### src/hw/dims_defines.vh
// constants for the dimmer load command and status block
`ifndef DIMS_DEFINES_VH
`define DIMS_DEFINES_VH
// register byte offsets
`define DIMS_OFF_CMD 8'h00
`define DIMS_OFF_CFG 8'h04
`define DIMS_OFF_STLO 8'h08
`define DIMS_OFF_STHI 8'h0c
`define DIMS_OFF_OUT 8'h10
// command register fields
`define DIMS_CMD_LVL 7:0
`define DIMS_CMD_CODE 15:8
`define DIMS_CMD_DLY 23:16
`define DIMS_CMD_ILK 25:24
// config register fields and reset
`define DIMS_CFG_GRP 7:0
`define DIMS_CFG_SUP 12:8
`define DIMS_CFG_INST 23:16
`define DIMS_CFG_RST 32'h00011f00
`define DIMS_CFG_MASK 32'h00ff1fff
// support flag positions inside the sup field
`define DIMS_SUP_LOCK 0
`define DIMS_SUP_OVC 1
`define DIMS_SUP_OVR 2
`define DIMS_SUP_EN 3
`define DIMS_SUP_ILK 4
// command codes
`define DIMS_C_SET 8'h00
`define DIMS_C_ON 8'h01
`define DIMS_C_ONDLY 8'h02
`define DIMS_C_OFF 8'h03
`define DIMS_C_STOP 8'h04
`define DIMS_C_TOG 8'h05
`define DIMS_C_MEMOFF 8'h06
`define DIMS_C_RAMP 8'h11
`define DIMS_C_RTOG 8'h12
`define DIMS_C_RUP 8'h13
`define DIMS_C_RDN 8'h14
`define DIMS_C_RUPDN 8'h15
`define DIMS_C_LOCK 8'h21
`define DIMS_C_UNLOCK 8'h22
`define DIMS_C_FLASH 8'h31
`define DIMS_C_FLMOM 8'h32
// status special values
`define DIMS_B_RAMPING 8'd251
`define DIMS_B_FLASHING 8'd252
`define DIMS_D_MAX 8'd240
`define DIMS_D_RANGE 8'd253
`define DIMS_D_NONE 8'd255
`define DIMS_D_MINBASE 8'd236
`define DIMS_FULL 7'd100
`define DIMS_MEMSEL 8'd250
// message identity
`define DIMS_DGN 17'h1feda
`define DIMS_PRIO 3'd6
// timing
`define DIMS_CLK_NS 10
`define DIMS_SEC_NS 1000000000
`define DIMS_STEP_NS 20000000
`define DIMS_FLASH_NS 500000000
`define DIMS_FLMOM_HALVES 2'd2
`define DIMS_SEC_CYC (`DIMS_SEC_NS / `DIMS_CLK_NS)
`define DIMS_STEP_CYC (`DIMS_STEP_NS / `DIMS_CLK_NS)
`define DIMS_FLASH_CYC (`DIMS_FLASH_NS / `DIMS_CLK_NS)
`endif

### src/hw/dims_load.v
// dimmer load: command interpreter, output control and extended status message
`include "dims_defines.vh"
`default_nettype none

// What this block does
// - byte 1 reports group bitmap, zero bit member
// - byte 2 brightness, 251 ramping, 252 flashing
// - byte 3 lock field, locked ignores commands
// - byte 3 bits 2-3 report overcurrent
// - byte 3 bits 4-5 report external override
// - byte 3 bits 6-7 report external disable
// - byte 4 seconds remaining with special codes
// - byte 5 holds last executed command code
// - byte 6 bits 0-1 report interlock
// - byte 6 bits 2-3 report load on
// - 0x00 sets desired level, 0x01 full
// - 0x02 goes full after given delay
// - 0x03 sets output to zero
// - 0x04 freezes ramp, else turns off
// - 0x05 toggles between zero and desired
// - 0x06 stores brightness then turns off
// - 0x11 ramps to level, 0x12 ramp-toggles
// - 0x13 ramps up until full or stop
// - 0x14 ramps down until lowest or stop
// - 0x15 ramps down, up, repeating until stop
// - 0x21 locks, 0x22 unlocks
// - 0x31 flashes until stop, 0x32 momentary
// - status sent single frame, priority 6
module dims_load #(
	parameter SEC_CYC = `DIMS_SEC_CYC,
	parameter STEP_CYC = `DIMS_STEP_CYC,
	parameter FLASH_CYC = `DIMS_FLASH_CYC
) (
	// clock and reset
	input wire core_clk,
	input wire rst_n,
	// apb slave
	input wire psel,
	input wire penable,
	input wire pwrite,
	input wire [7:0] paddr,
	input wire [31:0] pwdata,
	output reg [31:0] prdata,
	output wire pready,
	output wire pslverr,
	// external condition pins
	input wire ovc_in,
	input wire override_in,
	input wire disable_in,
	// load output
	output reg [6:0] level_out,
	// status message to the network controller
	output reg status_valid,
	output reg [63:0] status_data,
	output reg [16:0] status_dgn,
	output reg [2:0] status_prio
);

	localparam M_IDLE = 3'd0;
	localparam M_RAMP = 3'd1;
	localparam M_UPDN = 3'd2;
	localparam M_FLASH = 3'd3;
	localparam M_FLMOM = 3'd4;

	localparam D_NONE = 2'd0;
	localparam D_RUN = 2'd1;
	localparam D_EXP = 2'd2;
	localparam D_OOR = 2'd3;

	// desired level: memory selectors return the stored value, above full clamps
	// both selectors read the master memory; there is no separate dimmed memory
	function [6:0] lvl_of;
		input [7:0] d;
		input [6:0] mem;
		begin
			if (d >= `DIMS_MEMSEL)
				lvl_of = mem;
			else if (d > {1'b0, `DIMS_FULL})
				lvl_of = `DIMS_FULL;
			else
				lvl_of = d[6:0];
		end
	endfunction

	// delay byte to seconds; minute codes 241..250 are 5..14 minutes
	function [15:0] sec_of;
		input [7:0] d;
		reg [7:0] m;
		begin
			m = d - `DIMS_D_MINBASE;
			if (d <= `DIMS_D_MAX)
				sec_of = {8'h00, d};
			else
				sec_of = {8'h00, m} * 16'd60;
		end
	endfunction

	function [1:0] fld;
		input sup;
		input act;
		begin
			fld = sup ? {1'b0, act} : 2'b11;
		end
	endfunction

	wire acc = psel & penable;
	wire wr = acc & pwrite;
	wire mapped = (paddr == `DIMS_OFF_CMD) || (paddr == `DIMS_OFF_CFG) || (paddr == `DIMS_OFF_STLO) ||
		(paddr == `DIMS_OFF_STHI) || (paddr == `DIMS_OFF_OUT);
	// every access completes at once, so the master never sees a wait state
	assign pready = 1'b1;
	assign pslverr = acc & ~mapped;

	reg [31:0] cfg_q;
	reg [6:0] mem_q;
	reg [2:0] mode_q;
	reg [6:0] tgt_q;
	reg dir_q;
	reg lock_q;
	reg ilk_q;
	reg [7:0] last_q;
	reg [1:0] dst_q;
	reg [15:0] dsec_q;
	reg [31:0] sec_cnt_q;
	reg [31:0] step_cnt_q;
	reg [31:0] fl_cnt_q;
	reg [1:0] fl_left_q;
	reg [2:0] ovc_sync_q, ovr_sync_q, dis_sync_q;
	reg ovc_q, ovr_q, dis_q;
	reg [63:0] prev_q;
	reg send_req_q;

	wire cmd_wr = wr & (paddr == `DIMS_OFF_CMD);
	wire [7:0] c_code = pwdata[`DIMS_CMD_CODE];
	wire [7:0] c_dly = pwdata[`DIMS_CMD_DLY];
	wire [6:0] c_lvl = lvl_of(pwdata[`DIMS_CMD_LVL], mem_q);
	wire [4:0] sup = cfg_q[`DIMS_CFG_SUP];
	// while locked with the lock flag supported, only lock and unlock get through
	wire unl = (c_code == `DIMS_C_UNLOCK) || (c_code == `DIMS_C_LOCK);
	wire take = cmd_wr & (~lock_q | unl | ~sup[`DIMS_SUP_LOCK]);
	wire known = (c_code <= `DIMS_C_MEMOFF) || ((c_code >= `DIMS_C_RAMP) && (c_code <= `DIMS_C_RUPDN)) ||
		unl || (c_code == `DIMS_C_FLASH) || (c_code == `DIMS_C_FLMOM);
	wire sec_tick = (sec_cnt_q == SEC_CYC - 1);
	wire step_tick = (step_cnt_q == STEP_CYC - 1);
	wire fl_tick = (fl_cnt_q == FLASH_CYC - 1);
	wire ramping = (mode_q == M_RAMP) || (mode_q == M_UPDN);
	wire flashing = (mode_q == M_FLASH) || (mode_q == M_FLMOM);
	wire going_zero = ((mode_q == M_RAMP) && (tgt_q == 7'd0)) || ((mode_q == M_UPDN) && ~dir_q);

	// status byte assembly
	reg [7:0] b2, b4;
	reg [1:0] load_f;
	wire [63:0] stat;
	always @* begin
		b2 = {1'b0, level_out};
		if (ramping)
			b2 = `DIMS_B_RAMPING;
		else if (flashing)
			b2 = `DIMS_B_FLASHING;
		case (dst_q)
			D_RUN: b4 = (dsec_q >= {8'h00, `DIMS_D_MAX}) ? `DIMS_D_MAX : dsec_q[7:0];
			D_EXP: b4 = 8'h00;
			D_OOR: b4 = `DIMS_D_RANGE;
			default: b4 = `DIMS_D_NONE;
		endcase
		load_f = 2'b00;
		if (flashing || ((level_out != 7'd0) && ~going_zero))
			load_f = 2'b01;
	end
	assign stat = {8'hff,
		4'hf, load_f, fld(sup[`DIMS_SUP_ILK], ilk_q),
		last_q, b4,
		fld(sup[`DIMS_SUP_EN], dis_q), fld(sup[`DIMS_SUP_OVR], ovr_q),
		fld(sup[`DIMS_SUP_OVC], ovc_q), fld(sup[`DIMS_SUP_LOCK], lock_q),
		b2, cfg_q[`DIMS_CFG_GRP], cfg_q[`DIMS_CFG_INST]};

	// pins: three stages, a change counts once stages two and three agree
	always @(posedge core_clk or negedge rst_n) begin
		if (!rst_n) begin
			ovc_sync_q <= 3'b000;
			ovr_sync_q <= 3'b000;
			dis_sync_q <= 3'b000;
			ovc_q <= 1'b0;
			ovr_q <= 1'b0;
			dis_q <= 1'b0;
		end else begin
			ovc_sync_q <= {ovc_sync_q[1:0], ovc_in};
			ovr_sync_q <= {ovr_sync_q[1:0], override_in};
			dis_sync_q <= {dis_sync_q[1:0], disable_in};
			// a one-cycle glitch never agrees across two stages, so it never reaches status
			if (ovc_sync_q[1] == ovc_sync_q[2])
				ovc_q <= ovc_sync_q[2];
			if (ovr_sync_q[1] == ovr_sync_q[2])
				ovr_q <= ovr_sync_q[2];
			if (dis_sync_q[1] == dis_sync_q[2])
				dis_q <= dis_sync_q[2];
		end
	end

	// apb registers and read data, loaded in the setup phase so reads need no wait
	always @(posedge core_clk or negedge rst_n) begin
		if (!rst_n) begin
			cfg_q <= `DIMS_CFG_RST;
			prdata <= 32'h00000000;
			send_req_q <= 1'b0;
		end else begin
			send_req_q <= wr & (paddr == `DIMS_OFF_STLO);
			// unused config bits are dropped so they always read back as zero
			if (wr && (paddr == `DIMS_OFF_CFG))
				cfg_q <= pwdata & `DIMS_CFG_MASK;
			if (psel && !penable) begin
				case (paddr)
					`DIMS_OFF_CFG: prdata <= cfg_q;
					`DIMS_OFF_STLO: prdata <= stat[31:0];
					`DIMS_OFF_STHI: prdata <= stat[63:32];
					`DIMS_OFF_OUT: prdata <= {5'h00, mode_q, 1'b0, mem_q, 1'b0, level_out, last_q};
					default: prdata <= 32'h00000000;
				endcase
			end
		end
	end

	// command execution, ramps, flashing and delay timing
	always @(posedge core_clk or negedge rst_n) begin
		if (!rst_n) begin
			level_out <= 7'd0;
			mem_q <= 7'd0;
			mode_q <= M_IDLE;
			tgt_q <= 7'd0;
			dir_q <= 1'b0;
			lock_q <= 1'b0;
			ilk_q <= 1'b0;
			last_q <= 8'h00;
			dst_q <= D_NONE;
			dsec_q <= 16'h0000;
			sec_cnt_q <= 32'h00000000;
			step_cnt_q <= 32'h00000000;
			fl_cnt_q <= 32'h00000000;
			fl_left_q <= 2'd0;
		end else begin
			// prescalers run free; only a delay start restarts the seconds count
			sec_cnt_q <= sec_tick ? 32'h00000000 : sec_cnt_q + 32'h00000001;
			step_cnt_q <= step_tick ? 32'h00000000 : step_cnt_q + 32'h00000001;
			fl_cnt_q <= fl_tick ? 32'h00000000 : fl_cnt_q + 32'h00000001;
			// background motion
			if (ramping && step_tick) begin
				if (level_out < tgt_q)
					level_out <= level_out + 7'd1;
				else if (level_out > tgt_q)
					level_out <= level_out - 7'd1;
				else if (mode_q == M_UPDN) begin
					dir_q <= ~dir_q;
					tgt_q <= dir_q ? 7'd0 : `DIMS_FULL;
				end else
					mode_q <= M_IDLE;
			end
			if (flashing && fl_tick) begin
				level_out <= (level_out == 7'd0) ? `DIMS_FULL : 7'd0;
				if (mode_q == M_FLMOM) begin
					fl_left_q <= fl_left_q - 2'd1;
					if (fl_left_q == 2'd1) begin
						mode_q <= M_IDLE;
						level_out <= 7'd0;
					end
				end
			end
			if ((dst_q == D_RUN) && sec_tick) begin
				dsec_q <= dsec_q - 16'd1;
				if (dsec_q == 16'd1) begin
					dst_q <= D_EXP;
					level_out <= `DIMS_FULL;
					mode_q <= M_IDLE;
				end
			end
			// a taken command overrides the background updates above
			if (take && known) begin
				last_q <= c_code;
				ilk_q <= pwdata[`DIMS_CMD_ILK] != 2'b00;
				if (!unl) begin
					dst_q <= D_NONE;
					mode_q <= M_IDLE;
				end
				case (c_code)
					`DIMS_C_SET: level_out <= c_lvl;
					`DIMS_C_ON: level_out <= `DIMS_FULL;
					`DIMS_C_ONDLY: begin
						// sender keeps the delay within range; reserved codes are reported
						if (c_dly > `DIMS_MEMSEL && c_dly != `DIMS_D_NONE)
							dst_q <= D_OOR;
						else if (c_dly == 8'd0 || c_dly == `DIMS_D_NONE) begin
							level_out <= `DIMS_FULL;
							dst_q <= D_EXP;
						end else begin
							dsec_q <= sec_of(c_dly);
							dst_q <= D_RUN;
							// a free-running count would cut the first second short
							sec_cnt_q <= 32'h00000000;
						end
					end
					`DIMS_C_OFF: level_out <= 7'd0;
					`DIMS_C_STOP: begin
						if (flashing)
							level_out <= 7'd0;
						// a stop during a ramp leaves the level where it stands
						else if (!ramping)
							level_out <= 7'd0;
					end
					`DIMS_C_TOG: level_out <= (level_out != 7'd0) ? 7'd0 : c_lvl;
					`DIMS_C_MEMOFF: begin
						mem_q <= level_out;
						level_out <= 7'd0;
					end
					`DIMS_C_RAMP: begin
						mode_q <= M_RAMP;
						tgt_q <= c_lvl;
					end
					`DIMS_C_RTOG: begin
						mode_q <= M_RAMP;
						// a ramp already heading to zero counts as off
						tgt_q <= ((level_out != 7'd0) && !going_zero) ? 7'd0 : c_lvl;
					end
					`DIMS_C_RUP: begin
						mode_q <= M_RAMP;
						tgt_q <= `DIMS_FULL;
					end
					`DIMS_C_RDN: begin
						mode_q <= M_RAMP;
						tgt_q <= 7'd0;
					end
					`DIMS_C_RUPDN: begin
						mode_q <= M_UPDN;
						tgt_q <= 7'd0;
						dir_q <= 1'b0;
					end
					// lock is refused silently while the lock field reports unsupported
					`DIMS_C_LOCK: lock_q <= sup[`DIMS_SUP_LOCK];
					`DIMS_C_UNLOCK: lock_q <= 1'b0;
					`DIMS_C_FLASH: mode_q <= M_FLASH;
					`DIMS_C_FLMOM: begin
						// a repeat restarts the one flash so it continues while repeated
						mode_q <= M_FLMOM;
						// counted in half periods: one lit, one dark
						fl_left_q <= `DIMS_FLMOM_HALVES;
					end
					default: mode_q <= mode_q;
				endcase
			end
		end
	end

	// status message: sent on any field change or when software asks
	always @(posedge core_clk or negedge rst_n) begin
		if (!rst_n) begin
			prev_q <= 64'h0000000000000000;
			status_valid <= 1'b0;
			status_data <= 64'h0000000000000000;
			status_dgn <= 17'h00000;
			status_prio <= 3'd0;
		end else begin
			// the last value is kept so any change sends, asked for or not
			prev_q <= stat;
			status_valid <= (stat != prev_q) | send_req_q;
			if ((stat != prev_q) || send_req_q) begin
				status_data <= stat;
				status_dgn <= `DIMS_DGN;
				status_prio <= `DIMS_PRIO;
			end
		end
	end

endmodule
`default_nettype wire

### config.mk
export PLATFORM = sky130hd
export DESIGN_NAME = dims_load
export DESIGN_NICKNAME = d
export VERILOG_FILES = /design/src/hw/dims_load.v
export VERILOG_INCLUDE_DIRS = /design/src /design/src/hw
export SDC_FILE = /design/constraint.sdc
export NUM_CORES = 1
export LEC_CHECK = 0
export BUFFER_PORTS_ARGS = -buffer_cell sky130_fd_sc_hd__buf_2
export CAP_MARGIN = 5
export CORE_ASPECT_RATIO = 1.5
export CORE_MARGIN = 3
export CORE_UTILIZATION = 50
export DETAILED_ROUTE_END_ITERATION = 16
export MAX_ROUTING_LAYER = met4
export PLACE_DENSITY = 0.71
export SLEW_MARGIN = 20
export SYNTH_ARGS = -nofsm -noshare
export SYNTH_HDL_FRONTEND = slang
export SYNTH_SLANG_ARGS = --single-unit
### constraint.sdc
create_clock -name core_clk -period 3.7 [get_ports core_clk]
set_input_delay 0.74 -clock core_clk [delete_from_list [all_inputs] [get_ports core_clk]]
set_output_delay 0.74 -clock core_clk [all_outputs]
set_load 0.02 [all_outputs]
==> impl_metrics.tcl <==
set metrics [dict create \
    post-place-ws_ns -0.127 \
    avgSynthCellArea_sq_um 10.2 \
    critPathLaunchType "flop" \
    timing.final.crit_share_pct 92.8 \
    n_fill_cell 2771 \
    port-buffer-count 160 \
    hp-class "in2async" \
    layout_common_cells "dfrtp_1, nor2_1, buf_2" \
    via_count 13600 \
    reg2reg_slack_ns 0.26 \
    finalWeightedCongestion 1.05 \
    drive_gt1_share_pct 18.8 \
    synth.yosys.seq_area_share_pct 47.8 \
    syn_inst 1659 \
    drv_cap 0 \
    synth-edff-count 0 \
    place_hpwl_um 35700 \
    cp.required_ns 4.18 \
    wirelength_um 47700 \
    synth_seq_cells 322 \
    slew_headroom_pct 37.6 \
    drt_iter0_markers 1134 \
    die_area_sq_mm 0.0360 \
    num_rows 81 \
    path_class "reg2reg" \
    reg2regPathDepth 10 \
    drtAntennaViolNets 0 \
    dp.cells 2234 \
    rsz0062_at_grt "false" \
    antenna_found_initial 0 \
    clkSinkCount 322 \
    final_area_sq_mm 0.0196 \
    syn_to_final_growth_pct 15.9 \
    cts-root-buf "clkbuf_16" \
    die_y_um 231 \
    tightestPinTransition_ns 0.937 \
    power.density_mw_per_mm2 405 \
    avgViaCountPerCell 5.93 \
    htreeDepth 1 \
    cts_hold_buf 0 \
    critPathCaptureType "flop" \
    gr-usage-all-layers_pct 27.2 \
    cts_tree "done" \
    finalNetCount 1947 \
    placed_cell_area_sq_mm 0.0185 \
    ir_worst_vdd_v 0.000345 \
    worstPathArrival_ns 3.92 \
    clock_latency_ns 0.60 \
    timing.fmax_ghz 0.291 \
    start_util_pct 51.2 \
    finalClockSkew_ns 0.0333 \
    path_clk_slew_ns 0.07 \
    cp_max_fo 40 \
    grt.overflow.total 0 \
    r2r-end "status_data[0]$_DFFE_PN0P_" \
    post_cts_buffers 0 \
    layout_min_cycle_time_ns 3.44 \
    final_common_cell "dfrtp_1" \
    stdcell_count 2292 \
    cts_resized 0 \
    drtPass1Iterations 7 \
    synthArstFlopShare_pct 100 \
    grt_pass1_vias 13800 \
    yosysUniqueCellTypes 79 \
    setup_ws_ns 0.265 \
    cts_buffer_depth 3 \
    hold_viol_final 0 \
    slew_violations 0 \
    regArea_sq_mm 0.00807 \
    multi_input_area_sq_mm 0.00814 \
    grt_first_pass_wirelength_um 75800 \
    synth_flop_cell "dfrtp_1" \
    cts_buffers 31 \
    timing.rr.start "mode_q[1]$_DFFE_PN0P_" \
    core_sq_mm 0.0329 \
    setup_viol 0 \
    drc_errors 0 \
    die_w_um 156 \
    outcome "finished clean" \
    grt_max_degree 114 \
    wire_per_inst_um 20.8 \
    yosysWarnings 0 \
    p_leak_uw 0.00923 \
    io-pin-count 174 \
    synth_area_sq_mm 0.0169 \
]
## registers in the layout, summed over array words and instances, names as in the netlist, 8 cells and up
name,count
prev_q,52
status_data,51
fl_cnt_q,32
prdata,32
sec_cnt_q,32
step_cnt_q,32
cfg_q,21
dsec_q,16
last_q,8
## synth_stat cells (6+ instances only)
cell type,count,area (sq um)
nand3_1,61,305
a22o_1,15,131
a21oi_1,62,310
o21ai_0,68,340
mux2_2,32,360
buf_2,7,35.0
and3_1,27,169
clkbuf_1,45,169
o21a_1,7,52.6
nor2_1,162,608
nor3_1,29,145
or3_1,13,81.3
xor2_1,70,613
a21o_1,15,113
nand2b_1,27,169
or4_1,12,90.1
a222oi_1,15,150
nor4_1,33,206
mux2_1,50,563
nor4b_1,8,70.1
inv_1,63,236
nand3b_1,11,82.6
nand2_1,126,473
o22ai_1,6,37.5
dfrtp_1,316,7910
nor2b_1,20,125
ha_1,40,500
o2111ai_1,8,70.1
buf_4,33,248
dfstp_2,6,158
and2_1,13,81.3
and4_1,9,78.8
fa_1,7,140
mux2i_1,19,190
nor3b_1,6,45.0
nand4_1,36,225
o31ai_1,9,67.6
xnor2_1,93,815
## final cells by class
class,instances,share of cell area (%)
tap,415,2.65
sequential,322,41.2
timing repair buffer,244,7.81
multi-input combinational,1190,41.6
clock buffer,45,4.59
inverter,63,1.21
clock inverter,12,0.908
antenna,1,0.0128
## per-stage QoR
stage	hold slack, ns	setup TNS (ns)	power, uW	util [%]
4_1_cts	0.240	0	7980	59.4
6_report	0.249	0	7920	59.4
3_5_place_dp	0.336	-0.426	4610	56.1
2_1_floorplan	0.331	0	4230	-
3_3_place_gp	0.334	-0.106	4580	56.1
5_1_grt	0.244	0	8220	59.4
## routing by layer
metal	global-route usage (%)	wire [um]	share of wire (%)
met1	33.1	18400	39
met2	45.6	24100	51
met3	3.15	2850	6.0
met4	11.7	2350	4.9
met5	-	0	0
## where the power goes
part           internal (uW)  switching (uW)  leakage, uW
sequential              3570            36.0      0.00419
combinational            401             538      0.00451
clock                   1960            1410     0.000531
## critical path, cell delays in order (launching register included)
cell       delay (ns)
dfrtp_1          0.57
nand2_1          0.23
nor2_1           0.08
ha_1             0.22
a41oi_1          0.41
a21oi_1          0.21
a2111oi_0        0.45
o21ai_1          0.19
nor4_4           0.24
buf_12           0.27
mux2_2           0.37
## worst max path at each step
stage	startpoint	end	cells past startpoint
after global placement	pwdata[18]	dsec_q[12]$_DFF_PN0_	14
after floorplan	pwdata[18]	dsec_q[13]$_DFF_PN0_	15
after global routing	mode_q[1]$_DFFE_PN0P_	status_data[42]$_DFFE_PN0P_	9
final	mode_q[1]$_DFFE_PN0P_	status_data[0]$_DFFE_PN0P_	10
after CTS	dsec_q[12]$_DFF_PN0_	status_data[46]$_DFFE_PN0P_	8
after detailed placement	pwdata[18]	dsec_q[12]$_DFF_PN0_	14
## logic make-up after synthesis
family | count (synthesis) | synth area share (%)
multiplexers | 101 | 6.60
AND/OR/NAND/NOR | 611 | 18.5
AO/OA/AOI/OAI | 257 | 10.2
buffers and inverters | 153 | 4.41
XOR/XNOR | 163 | 8.46
flip-flops | 322 | 47.8
other | 2 | 0.0445
adder cells (fa/ha/maj) | 50 | 3.97
Note: power is estimated with default switching activity, not from simulation.
